File: src/core/clock_select_defines.svh
`ifndef CLOCK_SELECT_DEFINES_SVH
`define CLOCK_SELECT_DEFINES_SVH
// Register indices; byte address is four times the index
`define CSEL_IDX 8'h8F
`define ICTL_IDX 8'hA1
`define CRS_IDX 8'hA2
`define FIN_IDX 8'h9E
`define XCTL_IDX 8'hB1
`define MCTL_IDX 8'hB2
// Field positions
`define ICTL_EN_HI 7
`define ICTL_EN_LO 6
`define ICTL_SUSP_BIT 5
`define XCTL_EN_BIT 0
`define MCTL_SRC_BIT 0
`define MCTL_X4_BIT 1
`define MCTL_DIV_HI 6
`define MCTL_DIV_LO 4
// Reset values
`define IDIV_RST 3'h0
`define IEN_RST 2'h3
`define IEN_RUN 2'h3
`define MDIV_RST 3'h2
`define CRS_CAL 7'h40
`define FIN_CAL 6'h20
// Timing: external oscillator edges before the crystal counts as settled
`define XTAL_SETTLE_TICKS 16'h0400
`define RESP_OKAY 2'h0
`define RESP_SLVERR 2'h2
`endif

File: src/core/clock_select_pkg.sv
package clock_select_pkg;
  typedef enum logic [1:0] {
    SRC_INT  = 2'h0,
    SRC_EXT  = 2'h1,
    SRC_MULT = 2'h2,
    SRC_RSVD = 2'h3
  } src_e;
  typedef enum logic [2:0] {
    OSC_OFF  = 3'h1,
    OSC_RUN  = 3'h2,
    OSC_SUSP = 3'h4
  } osc_e;
endpackage : clock_select_pkg

File: src/core/clk_tick_if.sv
`timescale 1ns/1ps
interface clk_tick_if;
  logic                      int_tick;
  logic                      ext_tick;
  clock_select_pkg::src_e    src;
  logic [2:0]                div_sel;
  logic                      mult_ext;
  logic                      mult_x4;
  logic [2:0]                mult_div;
  logic                      sys_tick;
  modport gen (input int_tick, ext_tick, src, div_sel, mult_ext, mult_x4, mult_div,
               output sys_tick);
  modport ctl (output int_tick, ext_tick, src, div_sel, mult_ext, mult_x4, mult_div,
               input sys_tick);
endinterface : clk_tick_if

File: src/core/clock_tick_gen.sv
`timescale 1ns/1ps
`include "clock_select_defines.svh"
module clock_tick_gen (
  input wire logic clk_in,
  input wire logic rst_n_in,
  clk_tick_if.gen  t
);
  logic [6:0]             div_cnt_reg;
  logic [6:0]             div_last;
  logic                   int_div_tick;
  logic [4:0]             acc_reg;
  logic [2:0]             mul_n;
  logic [4:0]             mul_add;
  logic                   mul_src;
  logic                   mult_tick;
  clock_select_pkg::src_e act_reg;

  // Divide by 128 >> select: code 0 is /128, code 7 is /1
  assign div_last = 7'((8'h80 >> t.div_sel) - 8'h01);
  assign int_div_tick = t.int_tick && (div_cnt_reg >= div_last);

  always_ff @(posedge clk_in) begin
    if (!rst_n_in) begin
      div_cnt_reg <= 7'h00;
    end else if (int_div_tick) begin
      div_cnt_reg <= 7'h00;
    end else if (t.int_tick) begin
      div_cnt_reg <= div_cnt_reg + 7'h01;
    end
  end

  // Rate = source x 2 or x 4, times 2/N; N below 2 counts as 2 (factor 1)
  assign mul_n = (t.mult_div < 3'h2) ? 3'h2 : t.mult_div;
  assign mul_src = t.mult_ext ? t.ext_tick : t.int_tick;
  assign mul_add = mul_src ? (t.mult_x4 ? 5'h08 : 5'h04) : 5'h00;
  assign mult_tick = (acc_reg >= {2'h0, mul_n});

  // Limitation: one output tick per cycle, so source ticks must be spaced
  // widely enough for the chosen ratio or the 5-bit credit overflows and wraps
  always_ff @(posedge clk_in) begin
    if (!rst_n_in) begin
      acc_reg <= 5'h00;
    end else begin
      acc_reg <= acc_reg + mul_add - (mult_tick ? {2'h0, mul_n} : 5'h00);
    end
  end

  function automatic logic tick_of(input clock_select_pkg::src_e s);
    case (s)
      clock_select_pkg::SRC_INT:  tick_of = int_div_tick;
      clock_select_pkg::SRC_EXT:  tick_of = t.ext_tick;
      clock_select_pkg::SRC_MULT: tick_of = mult_tick;
      default:                    tick_of = 1'b0;
    endcase
  endfunction : tick_of

  // Switch only in a cycle where neither source ticks: no runt pulse
  always_ff @(posedge clk_in) begin
    if (!rst_n_in) begin
      act_reg <= clock_select_pkg::SRC_INT;
    end else if (t.src != clock_select_pkg::SRC_RSVD && t.src != act_reg &&
                 !tick_of(act_reg) && !tick_of(t.src)) begin
      act_reg <= t.src;
    end
  end

  always_ff @(posedge clk_in) begin
    if (!rst_n_in) begin
      t.sys_tick <= 1'b0;
    end else begin
      t.sys_tick <= tick_of(act_reg);
    end
  end
endmodule : clock_tick_gen

File: src/core/clock_select_top.sv
// What this block does
// - Two-bit field picks internal, external or multiplier
// - Clock select upper six bits read zero
// - Reset runs system clock from internal oscillator
// - Source may switch live; software picks settled sources
// - External oscillator still ticks timers, counter array
// - Internal oscillator usable right after enabling write
// - Hardware sets crystal valid once settled
// - Internal divider 1 to 128, 128 after reset
// - Multiplier gives x2 or x4 scaled 2/N
// - Trim values default to factory calibration
// - Suspend halts oscillator and stops dependent core
// - Port match or comparator low wakes suspend
// - Wake restarts oscillator and core regardless of interrupt
// - Core resumes at instruction after suspend write
// - Divider code 000 is /128, 111 is /1
// - Enable 11 runs oscillator, 00 disables it
// - Frequency ready sets on a tick while running, clears the cycle after it stops
`timescale 1ns/1ps
`include "clock_select_defines.svh"
module clock_select_top (
  input  wire logic        CORE_CLK_IN,
  input  wire logic        RST_N_IN,
  input  wire logic        INT_OSC_TICK_IN,
  input  wire logic        EXT_OSC_TICK_IN,
  input  wire logic [3:0]  PORT_MATCH_IN,
  input  wire logic        CMP0_EN_IN,
  input  wire logic        CMP0_OUT_IN,
  input  wire logic [9:0]  AXI_AWADDR_IN,
  input  wire logic        AXI_AWVALID_IN,
  output logic             AXI_AWREADY_OUT,
  input  wire logic [31:0] AXI_WDATA_IN,
  input  wire logic [3:0]  AXI_WSTRB_IN,
  input  wire logic        AXI_WVALID_IN,
  output logic             AXI_WREADY_OUT,
  output logic [1:0]       AXI_BRESP_OUT,
  output logic             AXI_BVALID_OUT,
  input  wire logic        AXI_BREADY_IN,
  input  wire logic [9:0]  AXI_ARADDR_IN,
  input  wire logic        AXI_ARVALID_IN,
  output logic             AXI_ARREADY_OUT,
  output logic [31:0]      AXI_RDATA_OUT,
  output logic [1:0]       AXI_RRESP_OUT,
  output logic             AXI_RVALID_OUT,
  input  wire logic        AXI_RREADY_IN,
  output logic             SYS_TICK_OUT,
  output logic             TIMER_EXT_TICK_OUT,
  output logic             CORE_STALL_OUT,
  output logic             INT_OSC_RUN_OUT,
  output logic             EXT_OSC_EN_OUT,
  output logic [6:0]       COARSE_TRIM_OUT,
  output logic [5:0]       FINE_TRIM_OUT
);
  clk_tick_if tk ();

  logic                   aw_got_reg;
  logic                   w_got_reg;
  logic [7:0]             aw_idx_reg;
  logic [7:0]             wdata_reg;
  logic                   wstrb0_reg;
  logic                   wr_fire;
  logic                   wr_ok;
  logic [31:0]            rd_word;
  logic                   rd_ok;
  logic [7:0]             ar_idx;
  clock_select_pkg::src_e sel_reg;
  logic [1:0]             osc_en_reg;
  logic [2:0]             div_reg;
  logic [6:0]             crs_reg;
  logic [5:0]             fin_reg;
  logic                   ext_en_reg;
  logic                   mult_ext_reg;
  logic                   mult_x4_reg;
  logic [2:0]             mult_div_reg;
  clock_select_pkg::osc_e osc_state_reg;
  clock_select_pkg::osc_e osc_state_next;
  logic                   internal_freq_ready_reg;
  logic [15:0]            xtal_cnt_reg;
  logic                   xtal_vld_reg;
  logic                   susp_wr;
  logic                   wake;
  logic                   uses_int;

  assign wr_fire = aw_got_reg && w_got_reg && !AXI_BVALID_OUT;
  assign wr_ok = (aw_idx_reg == `CSEL_IDX) || (aw_idx_reg == `ICTL_IDX) ||
                 (aw_idx_reg == `CRS_IDX) || (aw_idx_reg == `FIN_IDX) ||
                 (aw_idx_reg == `XCTL_IDX) || (aw_idx_reg == `MCTL_IDX);

  // Write address and data are taken independently, in either order
  always_ff @(posedge CORE_CLK_IN) begin
    if (!RST_N_IN) begin
      aw_got_reg <= 1'b0;
      AXI_AWREADY_OUT <= 1'b0;
      aw_idx_reg <= 8'h00;
    end else if (wr_fire) begin
      aw_got_reg <= 1'b0;
      AXI_AWREADY_OUT <= 1'b1;
    end else if (AXI_AWVALID_IN && AXI_AWREADY_OUT) begin
      aw_got_reg <= 1'b1;
      AXI_AWREADY_OUT <= 1'b0;
      aw_idx_reg <= AXI_AWADDR_IN[9:2];
    end else if (!aw_got_reg) begin
      AXI_AWREADY_OUT <= 1'b1;
    end
  end

  always_ff @(posedge CORE_CLK_IN) begin
    if (!RST_N_IN) begin
      w_got_reg <= 1'b0;
      AXI_WREADY_OUT <= 1'b0;
      wdata_reg <= 8'h00;
      wstrb0_reg <= 1'b0;
    end else if (wr_fire) begin
      w_got_reg <= 1'b0;
      AXI_WREADY_OUT <= 1'b1;
    end else if (AXI_WVALID_IN && AXI_WREADY_OUT) begin
      w_got_reg <= 1'b1;
      AXI_WREADY_OUT <= 1'b0;
      wdata_reg <= AXI_WDATA_IN[7:0];
      wstrb0_reg <= AXI_WSTRB_IN[0];
    end else if (!w_got_reg) begin
      AXI_WREADY_OUT <= 1'b1;
    end
  end

  always_ff @(posedge CORE_CLK_IN) begin
    if (!RST_N_IN) begin
      AXI_BVALID_OUT <= 1'b0;
      AXI_BRESP_OUT <= `RESP_OKAY;
    end else if (wr_fire) begin
      AXI_BVALID_OUT <= 1'b1;
      AXI_BRESP_OUT <= wr_ok ? `RESP_OKAY : `RESP_SLVERR;
    end else if (AXI_BREADY_IN) begin
      AXI_BVALID_OUT <= 1'b0;
    end
  end

  // Only byte lane 0 carries register data; other lanes are ignored
  function automatic logic wr_hit(input logic [7:0] idx);
    wr_hit = wr_fire && wstrb0_reg && (aw_idx_reg == idx);
  endfunction : wr_hit

  // Reserved source code 11 is refused so the clock never loses its source
  always_ff @(posedge CORE_CLK_IN) begin
    if (!RST_N_IN) begin
      sel_reg <= clock_select_pkg::SRC_INT;
    end else if (wr_hit(`CSEL_IDX) && wdata_reg[1:0] != 2'h3) begin
      sel_reg <= clock_select_pkg::src_e'(wdata_reg[1:0]);
    end
  end

  always_ff @(posedge CORE_CLK_IN) begin
    if (!RST_N_IN) begin
      osc_en_reg <= `IEN_RST;
      div_reg <= `IDIV_RST;
    end else if (wr_hit(`ICTL_IDX)) begin
      osc_en_reg <= wdata_reg[`ICTL_EN_HI:`ICTL_EN_LO];
      div_reg <= wdata_reg[2:0];
    end
  end

  always_ff @(posedge CORE_CLK_IN) begin
    if (!RST_N_IN) begin
      crs_reg <= `CRS_CAL;
      fin_reg <= `FIN_CAL;
    end else begin
      if (wr_hit(`CRS_IDX)) begin
        crs_reg <= wdata_reg[6:0];
      end
      if (wr_hit(`FIN_IDX)) begin
        fin_reg <= wdata_reg[5:0];
      end
    end
  end

  always_ff @(posedge CORE_CLK_IN) begin
    if (!RST_N_IN) begin
      ext_en_reg <= 1'b0;
      mult_ext_reg <= 1'b0;
      mult_x4_reg <= 1'b0;
      mult_div_reg <= `MDIV_RST;
    end else begin
      if (wr_hit(`XCTL_IDX)) begin
        ext_en_reg <= wdata_reg[`XCTL_EN_BIT];
      end
      if (wr_hit(`MCTL_IDX)) begin
        mult_ext_reg <= wdata_reg[`MCTL_SRC_BIT];
        mult_x4_reg <= wdata_reg[`MCTL_X4_BIT];
        mult_div_reg <= wdata_reg[`MCTL_DIV_HI:`MCTL_DIV_LO];
      end
    end
  end

  // Suspend only takes hold when the same write keeps the oscillator enabled
  assign susp_wr = wr_hit(`ICTL_IDX) && wdata_reg[`ICTL_SUSP_BIT] &&
                   (wdata_reg[`ICTL_EN_HI:`ICTL_EN_LO] == `IEN_RUN);
  assign wake = (|PORT_MATCH_IN) || (CMP0_EN_IN && !CMP0_OUT_IN);

  always_comb begin
    osc_state_next = osc_state_reg;
    case (osc_state_reg)
      clock_select_pkg::OSC_OFF: begin
        if (osc_en_reg == `IEN_RUN) begin
          osc_state_next = clock_select_pkg::OSC_RUN;
        end
      end
      clock_select_pkg::OSC_RUN: begin
        if (osc_en_reg != `IEN_RUN) begin
          osc_state_next = clock_select_pkg::OSC_OFF;
        end else if (susp_wr) begin
          osc_state_next = clock_select_pkg::OSC_SUSP;
        end
      end
      clock_select_pkg::OSC_SUSP: begin
        if (osc_en_reg != `IEN_RUN) begin
          osc_state_next = clock_select_pkg::OSC_OFF;
        end else if (wake) begin
          osc_state_next = clock_select_pkg::OSC_RUN;
        end
      end
      default: osc_state_next = clock_select_pkg::OSC_OFF;
    endcase
  end

  assign uses_int = (sel_reg == clock_select_pkg::SRC_INT) ||
                    (sel_reg == clock_select_pkg::SRC_MULT && !mult_ext_reg);

  // Stall is a hold, not a reset, so the core picks up where it stopped
  always_ff @(posedge CORE_CLK_IN) begin
    if (!RST_N_IN) begin
      osc_state_reg <= clock_select_pkg::OSC_RUN;
      INT_OSC_RUN_OUT <= 1'b1;
      CORE_STALL_OUT <= 1'b0;
    end else begin
      osc_state_reg <= osc_state_next;
      INT_OSC_RUN_OUT <= (osc_state_next == clock_select_pkg::OSC_RUN);
      CORE_STALL_OUT <= (osc_state_next == clock_select_pkg::OSC_SUSP) && uses_int;
    end
  end

  always_ff @(posedge CORE_CLK_IN) begin
    if (!RST_N_IN) begin
      internal_freq_ready_reg <= 1'b0;
    end else if (osc_state_reg != clock_select_pkg::OSC_RUN) begin
      internal_freq_ready_reg <= 1'b0;
    end else if (INT_OSC_TICK_IN) begin
      internal_freq_ready_reg <= 1'b1;
    end
  end

  always_ff @(posedge CORE_CLK_IN) begin
    if (!RST_N_IN) begin
      xtal_cnt_reg <= 16'h0000;
      xtal_vld_reg <= 1'b0;
    end else if (!ext_en_reg) begin
      xtal_cnt_reg <= 16'h0000;
      xtal_vld_reg <= 1'b0;
    end else if (EXT_OSC_TICK_IN && !xtal_vld_reg) begin
      xtal_cnt_reg <= xtal_cnt_reg + 16'h0001;
      if (xtal_cnt_reg == `XTAL_SETTLE_TICKS - 16'h0001) begin
        xtal_vld_reg <= 1'b1;
      end
    end
  end

  always_ff @(posedge CORE_CLK_IN) begin
    if (!RST_N_IN) begin
      TIMER_EXT_TICK_OUT <= 1'b0;
    end else begin
      TIMER_EXT_TICK_OUT <= ext_en_reg && EXT_OSC_TICK_IN;
    end
  end

  assign ar_idx = AXI_ARADDR_IN[9:2];
  always_comb begin
    rd_ok = 1'b1;
    case (ar_idx)
      `CSEL_IDX: rd_word = {30'h0, sel_reg};
      `ICTL_IDX: rd_word = {24'h0, osc_en_reg, osc_state_reg == clock_select_pkg::OSC_SUSP,
                            internal_freq_ready_reg, 1'b0, div_reg};
      `CRS_IDX:  rd_word = {25'h0, crs_reg};
      `FIN_IDX:  rd_word = {26'h0, fin_reg};
      `XCTL_IDX: rd_word = {24'h0, xtal_vld_reg, 6'h00, ext_en_reg};
      `MCTL_IDX: rd_word = {25'h0, mult_div_reg, 2'h0, mult_x4_reg, mult_ext_reg};
      default: begin
        rd_word = 32'h0000_0000;
        rd_ok = 1'b0;
      end
    endcase
  end

  always_ff @(posedge CORE_CLK_IN) begin
    if (!RST_N_IN) begin
      AXI_ARREADY_OUT <= 1'b0;
      AXI_RVALID_OUT <= 1'b0;
      AXI_RDATA_OUT <= 32'h0000_0000;
      AXI_RRESP_OUT <= `RESP_OKAY;
    end else if (AXI_RVALID_OUT) begin
      if (AXI_RREADY_IN) begin
        AXI_RVALID_OUT <= 1'b0;
        AXI_ARREADY_OUT <= 1'b1;
      end
    end else if (AXI_ARVALID_IN && AXI_ARREADY_OUT) begin
      AXI_RVALID_OUT <= 1'b1;
      AXI_ARREADY_OUT <= 1'b0;
      AXI_RDATA_OUT <= rd_word;
      AXI_RRESP_OUT <= rd_ok ? `RESP_OKAY : `RESP_SLVERR;
    end else begin
      AXI_ARREADY_OUT <= 1'b1;
    end
  end

  // Oscillator ticks are dropped while it is halted
  assign tk.int_tick = INT_OSC_TICK_IN && (osc_state_reg == clock_select_pkg::OSC_RUN);
  assign tk.ext_tick = EXT_OSC_TICK_IN && ext_en_reg;
  assign tk.src = sel_reg;
  assign tk.div_sel = div_reg;
  assign tk.mult_ext = mult_ext_reg;
  assign tk.mult_x4 = mult_x4_reg;
  assign tk.mult_div = mult_div_reg;
  assign SYS_TICK_OUT = tk.sys_tick;
  assign EXT_OSC_EN_OUT = ext_en_reg;
  assign COARSE_TRIM_OUT = crs_reg;
  assign FINE_TRIM_OUT = fin_reg;

  clock_tick_gen u_gen (
    .clk_in   (CORE_CLK_IN),
    .rst_n_in (RST_N_IN),
    .t        (tk.gen)
  );

  a_csel_upper_zero: assert property (@(posedge CORE_CLK_IN) disable iff (!RST_N_IN)
    AXI_ARVALID_IN && AXI_ARREADY_OUT && ar_idx == `CSEL_IDX
      |=> AXI_RVALID_OUT && AXI_RDATA_OUT[31:2] == 30'h0)
    else $error("clock select upper bits not zero");
  a_reset_defaults: assert property (@(posedge CORE_CLK_IN) disable iff (!RST_N_IN)
    $past(RST_N_IN) == 1'b0 |-> sel_reg == clock_select_pkg::SRC_INT && div_reg == 3'h0
      && osc_state_reg == clock_select_pkg::OSC_RUN)
    else $error("reset defaults wrong");
  a_suspend_stall: assert property (@(posedge CORE_CLK_IN) disable iff (!RST_N_IN)
    susp_wr && osc_state_reg == clock_select_pkg::OSC_RUN && osc_en_reg == `IEN_RUN
      && uses_int && !wake |=> CORE_STALL_OUT && !INT_OSC_RUN_OUT)
    else $error("suspend did not stall core");
  a_wake_resume: assert property (@(posedge CORE_CLK_IN) disable iff (!RST_N_IN)
    osc_state_reg == clock_select_pkg::OSC_SUSP && wake && osc_en_reg == `IEN_RUN
      |=> osc_state_reg == clock_select_pkg::OSC_RUN && !CORE_STALL_OUT && INT_OSC_RUN_OUT)
    else $error("wake did not resume");
  a_suspend_holds: assert property (@(posedge CORE_CLK_IN) disable iff (!RST_N_IN)
    osc_state_reg == clock_select_pkg::OSC_SUSP && !wake && osc_en_reg == `IEN_RUN
      |=> osc_state_reg == clock_select_pkg::OSC_SUSP)
    else $error("left suspend without wake");
  a_xtal_settle: assert property (@(posedge CORE_CLK_IN) disable iff (!RST_N_IN)
    $rose(xtal_vld_reg) |-> ext_en_reg && xtal_cnt_reg == `XTAL_SETTLE_TICKS)
    else $error("crystal valid before settle count");
  a_osc_disable: assert property (@(posedge CORE_CLK_IN) disable iff (!RST_N_IN)
    osc_en_reg != `IEN_RUN |=> osc_state_reg == clock_select_pkg::OSC_OFF ##1 !internal_freq_ready_reg)
    else $error("oscillator not disabled");
  a_internal_freq_ready_running: assert property (@(posedge CORE_CLK_IN) disable iff (!RST_N_IN)
    internal_freq_ready_reg |-> $past(osc_state_reg) == clock_select_pkg::OSC_RUN)
    else $error("frequency ready while stopped");
  a_ext_timer: assert property (@(posedge CORE_CLK_IN) disable iff (!RST_N_IN)
    ext_en_reg && EXT_OSC_TICK_IN |=> TIMER_EXT_TICK_OUT)
    else $error("external tick lost for timers");
  a_write_resp: assert property (@(posedge CORE_CLK_IN) disable iff (!RST_N_IN)
    wr_fire |=> AXI_BVALID_OUT && AXI_BRESP_OUT == (wr_ok ? `RESP_OKAY : `RESP_SLVERR))
    else $error("write response missing");
endmodule : clock_select_top

File: config.mk
export PLATFORM = sky130hd
export DESIGN_NAME = clock_select_top
export DESIGN_NICKNAME = d
export VERILOG_FILES = /design/src/core/clock_select_pkg.sv /design/src/core/clk_tick_if.sv /design/src/core/clock_tick_gen.sv /design/src/core/clock_select_top.sv
export VERILOG_INCLUDE_DIRS = /design/src /design/src/core
export SDC_FILE = /design/constraint.sdc
export NUM_CORES = 1
export LEC_CHECK = 0
export BUFFER_PORTS_ARGS = -buffer_cell sky130_fd_sc_hd__buf_2
export CAP_MARGIN = 20
export CORE_UTILIZATION = 51
export DETAILED_ROUTE_END_ITERATION = 8
export PLACE_DENSITY = 0.74
export SLEW_MARGIN = 20
export SYNTH_ARGS = -nofsm -noshare
export SYNTH_HDL_FRONTEND = slang
export SYNTH_HIERARCHICAL = 1
export SYNTH_SLANG_ARGS = --single-unit
File: constraint.sdc
create_clock -name CORE_CLK_IN -period 5.6 [get_ports CORE_CLK_IN]
set_input_delay 0.28 -clock CORE_CLK_IN [delete_from_list [all_inputs] [get_ports CORE_CLK_IN]]
set_output_delay 0.28 -clock CORE_CLK_IN [all_outputs]
set_load 0.005 [all_outputs]
==> summary.txt, run 1 <==
Outcome
  – Status: complete, no violations

Timing
  – Hold WS: 0.136 ns
  – Peak Freq: 357 MHz
  – Max-slew headroom: 37.8%
  – Fin Setup TNS: 0 ns
  – Final setup vio count: 0
  – Hold Fails Final Rpt: 0
  – Setup ws final: 2.80 ns
  – Max-slew violation count: 0
  – Unrepaired setup endpoints after global routing: no
  – Fin crit share: 50.0%
  – Worst Tran Pin Value: 0.919 ns
  – Max Clock Skew: 0.0128 ns
  – Fin crit period: 2.80 ns

Floorplanning
  – Core Footprint: 9370 um^2
  – I/O pins: 130
  – Die Y: 101 um
  – Die width: 101 um
  – Rows: 35
  – Die area: 10200 um^2
  – Starting Density: 53.5%

Cells and area
  – Area Growth Syn to Fin: 10.9%
  – Final Non-Filler Cells: 781
  – Antenna Cells: 0
  – Ratio of cells with drive above 1 in the final layout: 16.6%
  – Nets: 739
  – Largest register FFs: 16
  – Filler cell count: 838

Power and ir drop
  – Switching share of power: 28.7%
  – Leak: 2.23 nW
  – Clk pwr share: 31.5%
  – Register share of total power: 51.1%
  – Sw power: 0.000427 W
  – Pwr dens: 268 nW/um^2
  – Int Pwr: 0.00106 W
  – Logic pwr share: 17.4%
  – Peak supply drop: 0.235 mV

Clock tree
  – CTS resizes: 0
  – Clk Latency, worst-skew pair: 0.37 ns
  – CTS tree: built
  – Post-CTS setup buffer count: 0
  – Root buf cell: clkbuf_8
  – Longest Clk Path Bufs: 2
  – H-tree depth: 3
  – Clock Sinks: 99
  – # hold bufs at CTS: 0
  – CTS clk-pin slew, worst paths: 0.10 ns
  – CTS Buf Count: 9

Synthesis
  – Synth warnings: 6
  – Synth top area cells: dfxtp_1, mux2i_1, nor2_1, ha_1, nand2_1
  – Post-Synth XOR/XNOR Area: 4.37%
  – Dominant synthesized flop cell: dfxtp_1
  – Synthesized instance count: 584
  – #FFs+latches synth: 99
  – Synth Area in Adders: 5.54%
  – Post-Syn Area per Cell: 8.59 um^2
  – Post-synthesis compound-gate area fraction: 13.1%
  – Simple-gate share of the synthesized area: 23.8%
  – Netlist cell types: 65
  – Sequential-to-total area share from yosys stat: 39.5%
  – Cell taking the most area after synthesis: dfxtp_1
  – EDFF count, synth: 0
  – Post-Syn Area: 5020 um^2
  – Synth top area share: 39.5%
  – Post-synthesis mux area share: 6.24%
  – Async SR Flop Fraction: 0%
  – Largest family of logic cells by synthesized area: simple AND/OR/NAND/NOR gates

Flow run
  – Max-Cap Viols: 0

Hold path
  – HP Class: input port to flip-flop
  – Hold worst-path end: aw_idx_reg[3]
  – Hold path depth: 3
  – Hold Startpoint: AXI_AWADDR_IN[5]

Place
  – Final HPWL DP: 8.49 mm
  – Placed instance count: 765
  – Number of port buffers: 72
  – Routability cong.: 0.947
  – DP Worst Slack: 2.80 ns

Route
  – Initial DRT Pass Iterations: 4
  – Vias per cell: 5.45
  – Wirelength per Cell: 14.4 um
  – Via count: 4259
  – Final WL: 11.3 mm
  – Drt initial violations: 132
  – Remaining antenna violation count after routing: 0
  – Residual DRC count: 0

Global route
  – Largest net degree at the start of global routing: 40
  – Global-route wire length before repair: 18.2 mm
  – Initial antenna violation count: 0
  – GR Overflow Total: 0
  – Total Routing Usage GR: 22.7%
  – Vias in the first global route: 3811

Setup path
  – CP cell instances: nand3_1 -> ha_1 -> xnor2_1 -> nor2_1 -> a31oi_1 -> ha_1 -> a21oi_1 -> nand2_1 -> a22oi_1 -> o21ba_2 -> o21ai_0 -> a21oi_1
  – CP max-delay cell: dfxtp_1
  – Buf/Inv on CP: 0
  – Critical path arrival: 3.06 ns
  – CP Class: flip-flop to flip-flop
  – Worst setup SP type: flip-flop
  – CP Data Required Time: 5.86 ns
  – FF-to-FF Start: div_reg[2]
  – Worst path max stage delay: 0.54 ns
  – Worst r2r dst: u_gen/act_reg[0]
  – Critical path's top delay family: compound AO/OA/AOI/OAI gates
  – Crit path max fanout: 9
  – Flop-to-flop setup slack: 2.80 ns
  – Worst Setup End Kind: flip-flop
  – Reg2Reg Depth: 12
==> worst max-delay path by stage <==
| stage | depth (start not counted) | slack (ns) | to | startpoint |
|---|---|---|---|---|
| 6_report | 12 | 2.80 | u_gen/act_reg[0] | div_reg[2] |
| 5_1_grt | 12 | 2.50 | u_gen/act_reg[0] | div_reg[2] |
| 4_1_cts | 12 | 2.76 | u_gen/act_reg[0] | div_reg[2] |
| 3_5_place_dp | 12 | 2.80 | u_gen/act_reg[0] | div_reg[2] |
| 3_3_place_gp | 11 | 2.92 | u_gen/acc_reg[4] | mult_div_reg[2] |
| 2_1_floorplan | 11 | 3.08 | u_gen/acc_reg[4] | mult_div_reg[2] |
==> Yosys cell counts, types with 3 or more instances <==
cell      instances
nand2_1          56
and2_1            7
clkbuf_1         16
nand2b_1          7
inv_1            22
nor2b_1          10
mux2i_1          29
o21ai_0          29
a22oi_1           7
a32oi_1           3
nand3b_1          5
a21oi_1          28
o31ai_1           3
ha_1             19
nand4_1          10
nor2_1           76
xnor2_1          13
dfxtp_1          99
nor3_1            9
buf_4            26
a211oi_1          3
xor2_1           12
nor4_1            3
and4_1            4
a31oi_1           6
o21a_1            3
nand3_1          21
and3_1            5
==> cell type report <==
cell class                 count  area, um^2  share of cell area, %
clock buffer                  10         128                   2.29
clock inverter                 6        70.1                   1.26
inverter                      23        86.3                   1.55
multi-input combinational    441        2770                   49.8
sequential                    99        1980                   35.6
tap                          129         161                   2.90
timing repair buffer          73         368                   6.61
==> per-stage QoR <==
step           cell area (um^2)  util, %  total power, W
6_report                   5560     59.4         0.00149
3_3_place_gp               5360     57.2         0.00101
2_1_floorplan              5110        -        0.000974
5_1_grt                    5560     59.4         0.00157
3_5_place_dp               5360     57.2         0.00103
4_1_cts                    5560     59.3         0.00150
==> worst min-delay path: stages <==
cell,delay [ns]
buf_2,0.07
mux2i_1,0.05
nor2_1,0.07
==> metal layers <==
layer  vias to the layer above  track usage [%]  wire (um)
met4                         0             7.69        178
met3                        18             4.90        612
li1                       2113                -          -
met2                       144             37.1       5370
met5                         -                0          0
met1                      1984             29.6       5120
==> logic make-up after synthesis <==
logic type / count (synthesis)
mux: 31
other cells: 1
xor+xnor: 25
simple gates: 235
flops: 99
compound gates: 103
fa+ha+maj: 21
buf+inv: 69
==> power groups by stage <==
stage	Clock (W)	Sequential, W	Combinational [W]
global route	0.000508	0.000765	0.000295
floorplan	0	0.000771	0.000203
global placement	0	0.000776	0.000237
finish	0.000469	0.000761	0.000258
CTS	0.000481	0.000761	0.000259
detailed placement	0	0.000777	0.000257
==> placed cells by master, fill, tap and decap left out, types with 3 or more instances in the layout <==
cell type	n
nor2_1	76
dfxtp_1	99
clkbuf_8	9
buf_2	72
nor2b_1	10
a31oi_1	6
a32oi_1	3
and2_1	7
a211oi_1	3
nand3b_1	5
o21a_1	3
nand2_1	56
mux2i_1	29
nand3_1	21
xor2_1	12
and3_1	5
inv_6	4
inv_1	22
nor4_1	3
a21oi_1	28
a22oi_1	7
nor3_1	9
o31ai_1	3
xnor2_1	13
conb_1	26
o21ai_0	29
ha_1	19
and4_1	4
nand4_1	10
nand2b_1	7
No activity file was read; power rests on OpenSTA's default activity.
==> run 2: changes to the inputs <==
==> constraint.sdc (replaced) <==
create_clock -name CORE_CLK_IN -period 2.6 [get_ports CORE_CLK_IN]
set_input_delay 0.13 -clock CORE_CLK_IN [delete_from_list [all_inputs] [get_ports CORE_CLK_IN]]
set_output_delay 0.13 -clock CORE_CLK_IN [all_outputs]
set_load 0.005 [all_outputs]
==> run 2 against run 1 <==
Critical path depth did not move. Clock power rose by 110%. Routed wire length rose by 5.1%. Register-to-register slack got worse by 2.8 ns. Combinational power rose by 150%. Setup slack got worse by 2.8 ns. Core utilization rose by 3.8 points. Flip-flop and latch count did not move. Critical path type unchanged. Critical endpoint is now u_gen/acc_reg[2]. Highest routed layer unchanged.
==> summary.txt, run 2 (synthesis gave the netlist of run 1 again) <==
Cells and area
  – Most common cell after layout, fill and taps aside: dfxtp_1
  – Multi-input gate area: 2810 um^2
  – Ratio of cells with drive above 1 in the final layout: 20.6%
  – Most frequent cells in the layout: dfxtp_1, nor2_1, buf_2, nand2_1, mux2i_1
  – Final Non-Filler Cells: 817
  – Area Growth Syn to Fin: 18.0%
  – Sequential cell area: 1990 um^2
  – Nets: 775
  – Largest register FFs: 16
  – Filler cell count: 817
  – Antenna Cells: 0
  – Core Util, Final: 63.2%

Power and ir drop
  – Sw power: 0.000989 W
  – Register share of total power: 50.3%
  – Clk pwr share: 30.0%
  – Int Pwr: 0.00227 W
  – Pwr dens: 550 nW/um^2
  – Switching share of power: 30.4%
  – Leak: 2.39 nW
  – Peak supply drop: 0.396 mV
  – Logic pwr share: 19.6%

Clock tree
  – CTS Buf Count: 9
  – Clk Latency, worst-skew pair: 0.39 ns
  – H-tree depth: 3
  – Root buf cell: clkbuf_8
  – Clock Sinks: 99
  – Longest Clk Path Bufs: 2
  – CTS tree: built
  – CTS clk-pin slew, worst paths: 0.11 ns

Route
  – Residual DRC count: 0
  – Final WL: 11.8 mm
  – Remaining antenna violation count after routing: 0
  – Drt initial violations: 174
  – Wirelength per Cell: 14.5 um
  – Initial DRT Pass Iterations: 5
  – Via count: 4356
  – Vias per cell: 5.33

Floorplanning
  – I/O pins: 130
  – Die area: 10200 um^2
  – Die width: 101 um
  – Core Footprint: 9370 um^2
  – Die Y: 101 um
  – Starting Density: 53.5%
  – Rows: 35

Timing
  – Unrepaired setup endpoints after global routing: yes
  – Worst Tran Pin Value: 0.888 ns
  – Final setup vio count: 0
  – Fin crit share: 98.4%
  – Fin crit period: 2.56 ns
  – Max Clock Skew: 0.0129 ns
  – Peak Freq: 391 MHz
  – Hold WS: 0.0395 ns
  – Setup ws final: 0.0416 ns
  – Fin Setup TNS: 0 ns
  – Max-slew violation count: 0
  – Max-slew headroom: 40.0%
  – Hold Fails Final Rpt: 0

Hold path
  – Hold path depth: 3
  – HP Class: input port to flip-flop
  – Hold worst-path end: AXI_RVALID_OUT
  – Hold Startpoint: AXI_RREADY_IN

Global route
  – Initial antenna violation count: 0
  – Global-route wire length before repair: 19.1 mm
  – Met3 Usage GRT: 4.76%
  – Largest net degree at the start of global routing: 25
  – Met2 usage: 41.0%
  – GR Overflow Total: 0
  – GR Util met1: 30.4%
  – Vias in the first global route: 4117
  – Gr busiest metal: met2
  – Total Routing Usage GR: 24.1%

Place
  – Placed instance count: 780
  – Final HPWL DP: 8.74 mm
  – DP Worst Slack: -0.0439 ns
  – Routability cong.: 0.901
  – Number of port buffers: 72

Setup path
  – Worst Setup End Kind: flip-flop
  – Critical path's top delay family: adder cells
  – FF-to-FF Start: mult_div_reg[1]
  – Flop-to-flop setup slack: 0.04 ns
  – CP Class: flip-flop to flip-flop
  – CP max-delay cell: fa_2
  – CP cell instances: o21a_1 -> ha_4 -> nor3b_4 -> o21ai_2 -> buf_4 -> and2_2 -> ha_1 -> inv_1 -> ha_2 -> inv_1 -> fa_2 -> nor2_1
  – Most common cell on crit path: inv_1
  – Crit path max fanout: 4
  – Worst setup SP type: flip-flop
  – Critical path arrival: 2.83 ns
  – CP Data Required Time: 2.88 ns
  – Buf/Inv on CP: 3
  – Reg2Reg Depth: 12
  – Worst path max stage delay: 0.51 ns
  – Worst r2r dst: u_gen/acc_reg[2]

Outcome
  – Status: complete, no violations

Flow run
  – Max-Cap Viols: 0
[run 2: cell count changes in the layout (fill, tap and decap cells not counted), moves of 2 or more]
cell / delta
buf_4: +18
dfxtp_1: -5
clkinvlp_4: +2
dfxtp_2: +4
ha_2: +3
ha_1: -4
inv_8: +3
dlygate4sd3_1: +18
inv_6: -3
[run 2: worst min-delay path: cells and delay by family]
family	cells	cell delay, ns
compound gates	1	0.06
buf+inv	1	0.07
simple gates	1	0.12
[run 2: repair_timing]
| action | in CTS | in global routing |
|---|---|---|
| pin swaps | 3 | 10 |
| gates resized for setup | 3 | 16 |
| buffers inserted | 0 | 3 |
| hold endpoints to repair | 18 | 0 |
| hold buffers | 18 | 0 |
| setup endpoints to repair | 1 | 13 |
[run 2: how the worst max path moves through the flow]
| stage | startpoint | end | slack, ns | cells after the start |
|---|---|---|---|---|
| 6_report | mult_div_reg[1] | u_gen/acc_reg[2] | 0.04 | 12 |
| 5_1_grt | mult_div_reg[1] | u_gen/acc_reg[2] | -0.06 | 12 |
| 4_1_cts | mult_div_reg[2] | u_gen/acc_reg[3] | 0.005 | 13 |
| 3_5_place_dp | mult_div_reg[2] | u_gen/acc_reg[4] | -0.04 | 11 |
| 3_3_place_gp | mult_div_reg[2] | u_gen/acc_reg[4] | 0.04 | 11 |
| 2_1_floorplan | mult_div_reg[2] | u_gen/acc_reg[4] | 0.08 | 11 |
[run 2: area by class of cell]
type                    count  area share [%]
repair buffers            109            11.5
well taps                 129            2.73
multi-input cells         441            47.4
clock buffers               9            2.09
clock inverters             7            1.12
flip-flops and latches     99            33.6
inverters                  23            1.46
[run 2: power by group through the flow]
stage / Combinational (W) / Clock (W) / Sequential (W)
global placement: 0.000537 / 0 / 0.00167
detailed placement: 0.000560 / 0 / 0.00167
CTS: 0.000598 / 0.00101 / 0.00164
finish: 0.000640 / 0.000977 / 0.00164
global route: 0.000742 / 0.00106 / 0.00165
floorplan: 0.000437 / 0 / 0.00166
[run 2: through the flow]
step	power, W	instance area (um^2)
finish	0.00326	5920
global route	0.00345	5920
floorplan	0.00210	5110
global placement	0.00221	5470
CTS	0.00324	5850
detailed placement	0.00223	5470
[run 2: metal layers]
metal	vias to the layer above	wire length, um
met3	14	507
met4	0	186
met5	-	0
li1	2174	-
met1	2058	5340
met2	110	5810
==> run 3: changes to the inputs <==
--- a/config.mk
+++ b/config.mk
@@ -6,11 +6,11 @@
 export SDC_FILE = /design/constraint.sdc
 export NUM_CORES = 1
 export LEC_CHECK = 0
-export BUFFER_PORTS_ARGS = -buffer_cell sky130_fd_sc_hd__buf_2
+export BUFFER_PORTS_ARGS = -buffer_cell sky130_fd_sc_hd__buf_4
 export CAP_MARGIN = 20
-export CORE_UTILIZATION = 51
+export CORE_UTILIZATION = 45
 export DETAILED_ROUTE_END_ITERATION = 8
-export PLACE_DENSITY = 0.74
+export PLACE_DENSITY = 0.8
 export SLEW_MARGIN = 20
 export SYNTH_ARGS = -nofsm -noshare
 export SYNTH_HDL_FRONTEND = slang
==> run 3 against run 2 <==
Clock skew is 0.0020 ns lower. Via count is 2.5% higher. Cell count is 2.1% higher. Largest power group unchanged. Highest routed layer unchanged.
==> summary.txt, run 3 (synthesis gave the netlist of run 1 again) <==
Outcome
  – Status: complete, no violations

Clock tree
  – CTS clk-pin slew, worst paths: 0.11 ns
  – Longest Clk Path Bufs: 2
  – Root buf cell: clkbuf_8
  – CTS tree: built
  – Clock Sinks: 99
  – Clk Latency, worst-skew pair: 0.38 ns
  – CTS Buf Count: 9
  – H-tree depth: 3

Floorplanning
  – Die area: 11600 um^2
  – Starting Density: 46.3%
  – Core Footprint: 10800 um^2
  – Rows: 38
  – I/O pins: 130
  – Die width: 108 um
  – Die Y: 108 um

Cells and area
  – Fin area: 6140 um^2
  – Ratio of cells with drive above 1 in the final layout: 20.7%
  – Antenna Cells: 0
  – Area Growth Syn to Fin: 22.3%
  – Sequential cell area: 1990 um^2
  – Filler cell count: 979
  – Largest register FFs: 16
  – Most frequent cells in the layout: buf_4, dfxtp_1, nor2_1, nand2_1
  – Most common cell after layout, fill and taps aside: buf_4
  – Multi-input gate area: 2790 um^2
  – Nets: 781

Route
  – Met3 WL: 698 um
  – Max Used Layer: met4
  – Met2 routed WL: 5.70 mm
  – Wirelength per Cell: 14.2 um
  – Met1 wire length: 5.20 mm
  – Vias per cell: 5.36
  – Residual DRC count: 0
  – Initial DRT Pass Iterations: 5
  – Via count: 4467
  – Remaining antenna violation count after routing: 0
  – Drt initial violations: 237
  – Final WL: 11.9 mm

Hold path
  – Hold path depth: 3
  – HP Class: input port to flip-flop

Timing
  – Setup ws final: 0.0111 ns
  – Max Clock Skew: 0.0109 ns
  – Hold Fails Final Rpt: 0
  – Fin crit share: 99.6%
  – Unrepaired setup endpoints after global routing: yes
  – Max-slew headroom: 40.3%
  – Final setup vio count: 0
  – Fin crit period: 2.59 ns
  – Hold WS: 0.0126 ns
  – Max-slew violation count: 0
  – Worst Tran Pin Value: 0.883 ns
  – Peak Freq: 386 MHz

Setup path
  – CP Data Required Time: 2.87 ns
  – CP max-delay cell: fa_2
  – Worst path max stage delay: 0.51 ns
  – Worst Setup End Kind: flip-flop
  – Worst setup SP type: flip-flop
  – Reg2Reg Depth: 12
  – Crit path max fanout: 4
  – CP cell instances: o21a_1 -> ha_1 -> nor3b_2 -> o21ai_2 -> buf_4 -> and2_2 -> ha_1 -> inv_1 -> ha_2 -> inv_1 -> fa_2 -> nor2_1
  – Critical path arrival: 2.86 ns
  – CP Class: flip-flop to flip-flop

Global route
  – Largest net degree at the start of global routing: 34
  – Global-route wire length before repair: 19.0 mm
  – GR Overflow Total: 0
  – Total Routing Usage GR: 20.8%
  – Vias in the first global route: 4197
  – Initial antenna violation count: 0

Place
  – Final HPWL DP: 8.70 mm
  – Number of port buffers: 72
  – DP Worst Slack: -0.0378 ns
  – Area after DPL: 5670 um^2
  – Routability cong.: 0.909

Flow run
  – Max-Cap Viols: 0

Power and ir drop
  – Pwr dens: 532 nW/um^2
  – Overall power: 0.00326 W
  – Peak supply drop: 0.494 mV
  – Leak: 2.46 nW
==> run 3: cell count changes in the layout (fill, tap and decap cells not counted), moves of 2 or more <==
cell        previous run  this run
buf_4                 19        98
clkinvlp_4             2         0
inv_8                  3         1
ha_1                  15        17
inv_6                  1         3
dfxtp_1               94        96
buf_2                 72         0
==> run 3: power breakdown <==
| group | switching [W] | total, W | internal [W] |
|---|---|---|---|
| Clock | 0.000597 | 0.000971 | 0.000373 |
| Sequential | 0.0000614 | 0.00164 | 0.00158 |
| Combinational | 0.000327 | 0.000649 | 0.000323 |
==> run 3: routing by layer <==
layer,vias up,GRT usage (%)
li1,2199,-
met4,0,7.93
met1,2080,25.7
met3,31,4.66
met5,-,0
met2,157,35.1
==> run 3: path summary, 6_finish.rpt <==
| path | to | slack (ns) | start |
|---|---|---|---|
| setup / recovery | u_gen/acc_reg[2] | 0.01 | mult_div_reg[1] |
| hold / removal | aw_got_reg | 0.01 | AXI_AWVALID_IN |
| setup reg to reg | u_gen/acc_reg[2] | 0.01 | mult_div_reg[1] |
| hold reg to reg | AXI_RDATA_OUT[3] | 0.47 | AXI_RDATA_OUT[3] |
==> run 3: final cells by class <==
cell class | instances | share of cell area, %
clock buffers | 9 | 2.02
clock inverters | 7 | 1.10
inverters | 23 | 1.41
multi-input cells | 441 | 45.5
flip-flops and latches | 99 | 32.4
well taps | 140 | 2.85
repair buffers | 115 | 14.8
==> run 3: through the flow <==
step | instances | utilization, % | TNS [ns]
finish | 834 | 56.6 | 0
global route | 834 | 56.6 | -0.185
CTS | 831 | 56.2 | 0
detailed placement | 791 | 52.3 | -0.0383
global placement | 791 | 52.3 | 0
floorplan | 609 | - | 0
==> run 3: worst max-delay path, delay by kind of cell, from the launching register on <==
| kind | cells | cell delay [ns] |
|---|---|---|
| simple gates | 3 | 0.45 |
| buf+inv | 3 | 0.25 |
| compound gates | 2 | 0.28 |
| fa+ha+maj | 4 | 1.15 |
| flops | 1 | 0.34 |
==> run 3: repair_timing <==
item | 4_1_cts | 5_1_grt
endpoints found under the hold margin | 17 | 0
pin swaps | 2 | 11
endpoints found under the setup margin | 9 | 12
gates resized for setup | 4 | 7
buffers inserted | 7 | 3
hold buffers | 17 | 0
gates cloned | 0 | 0
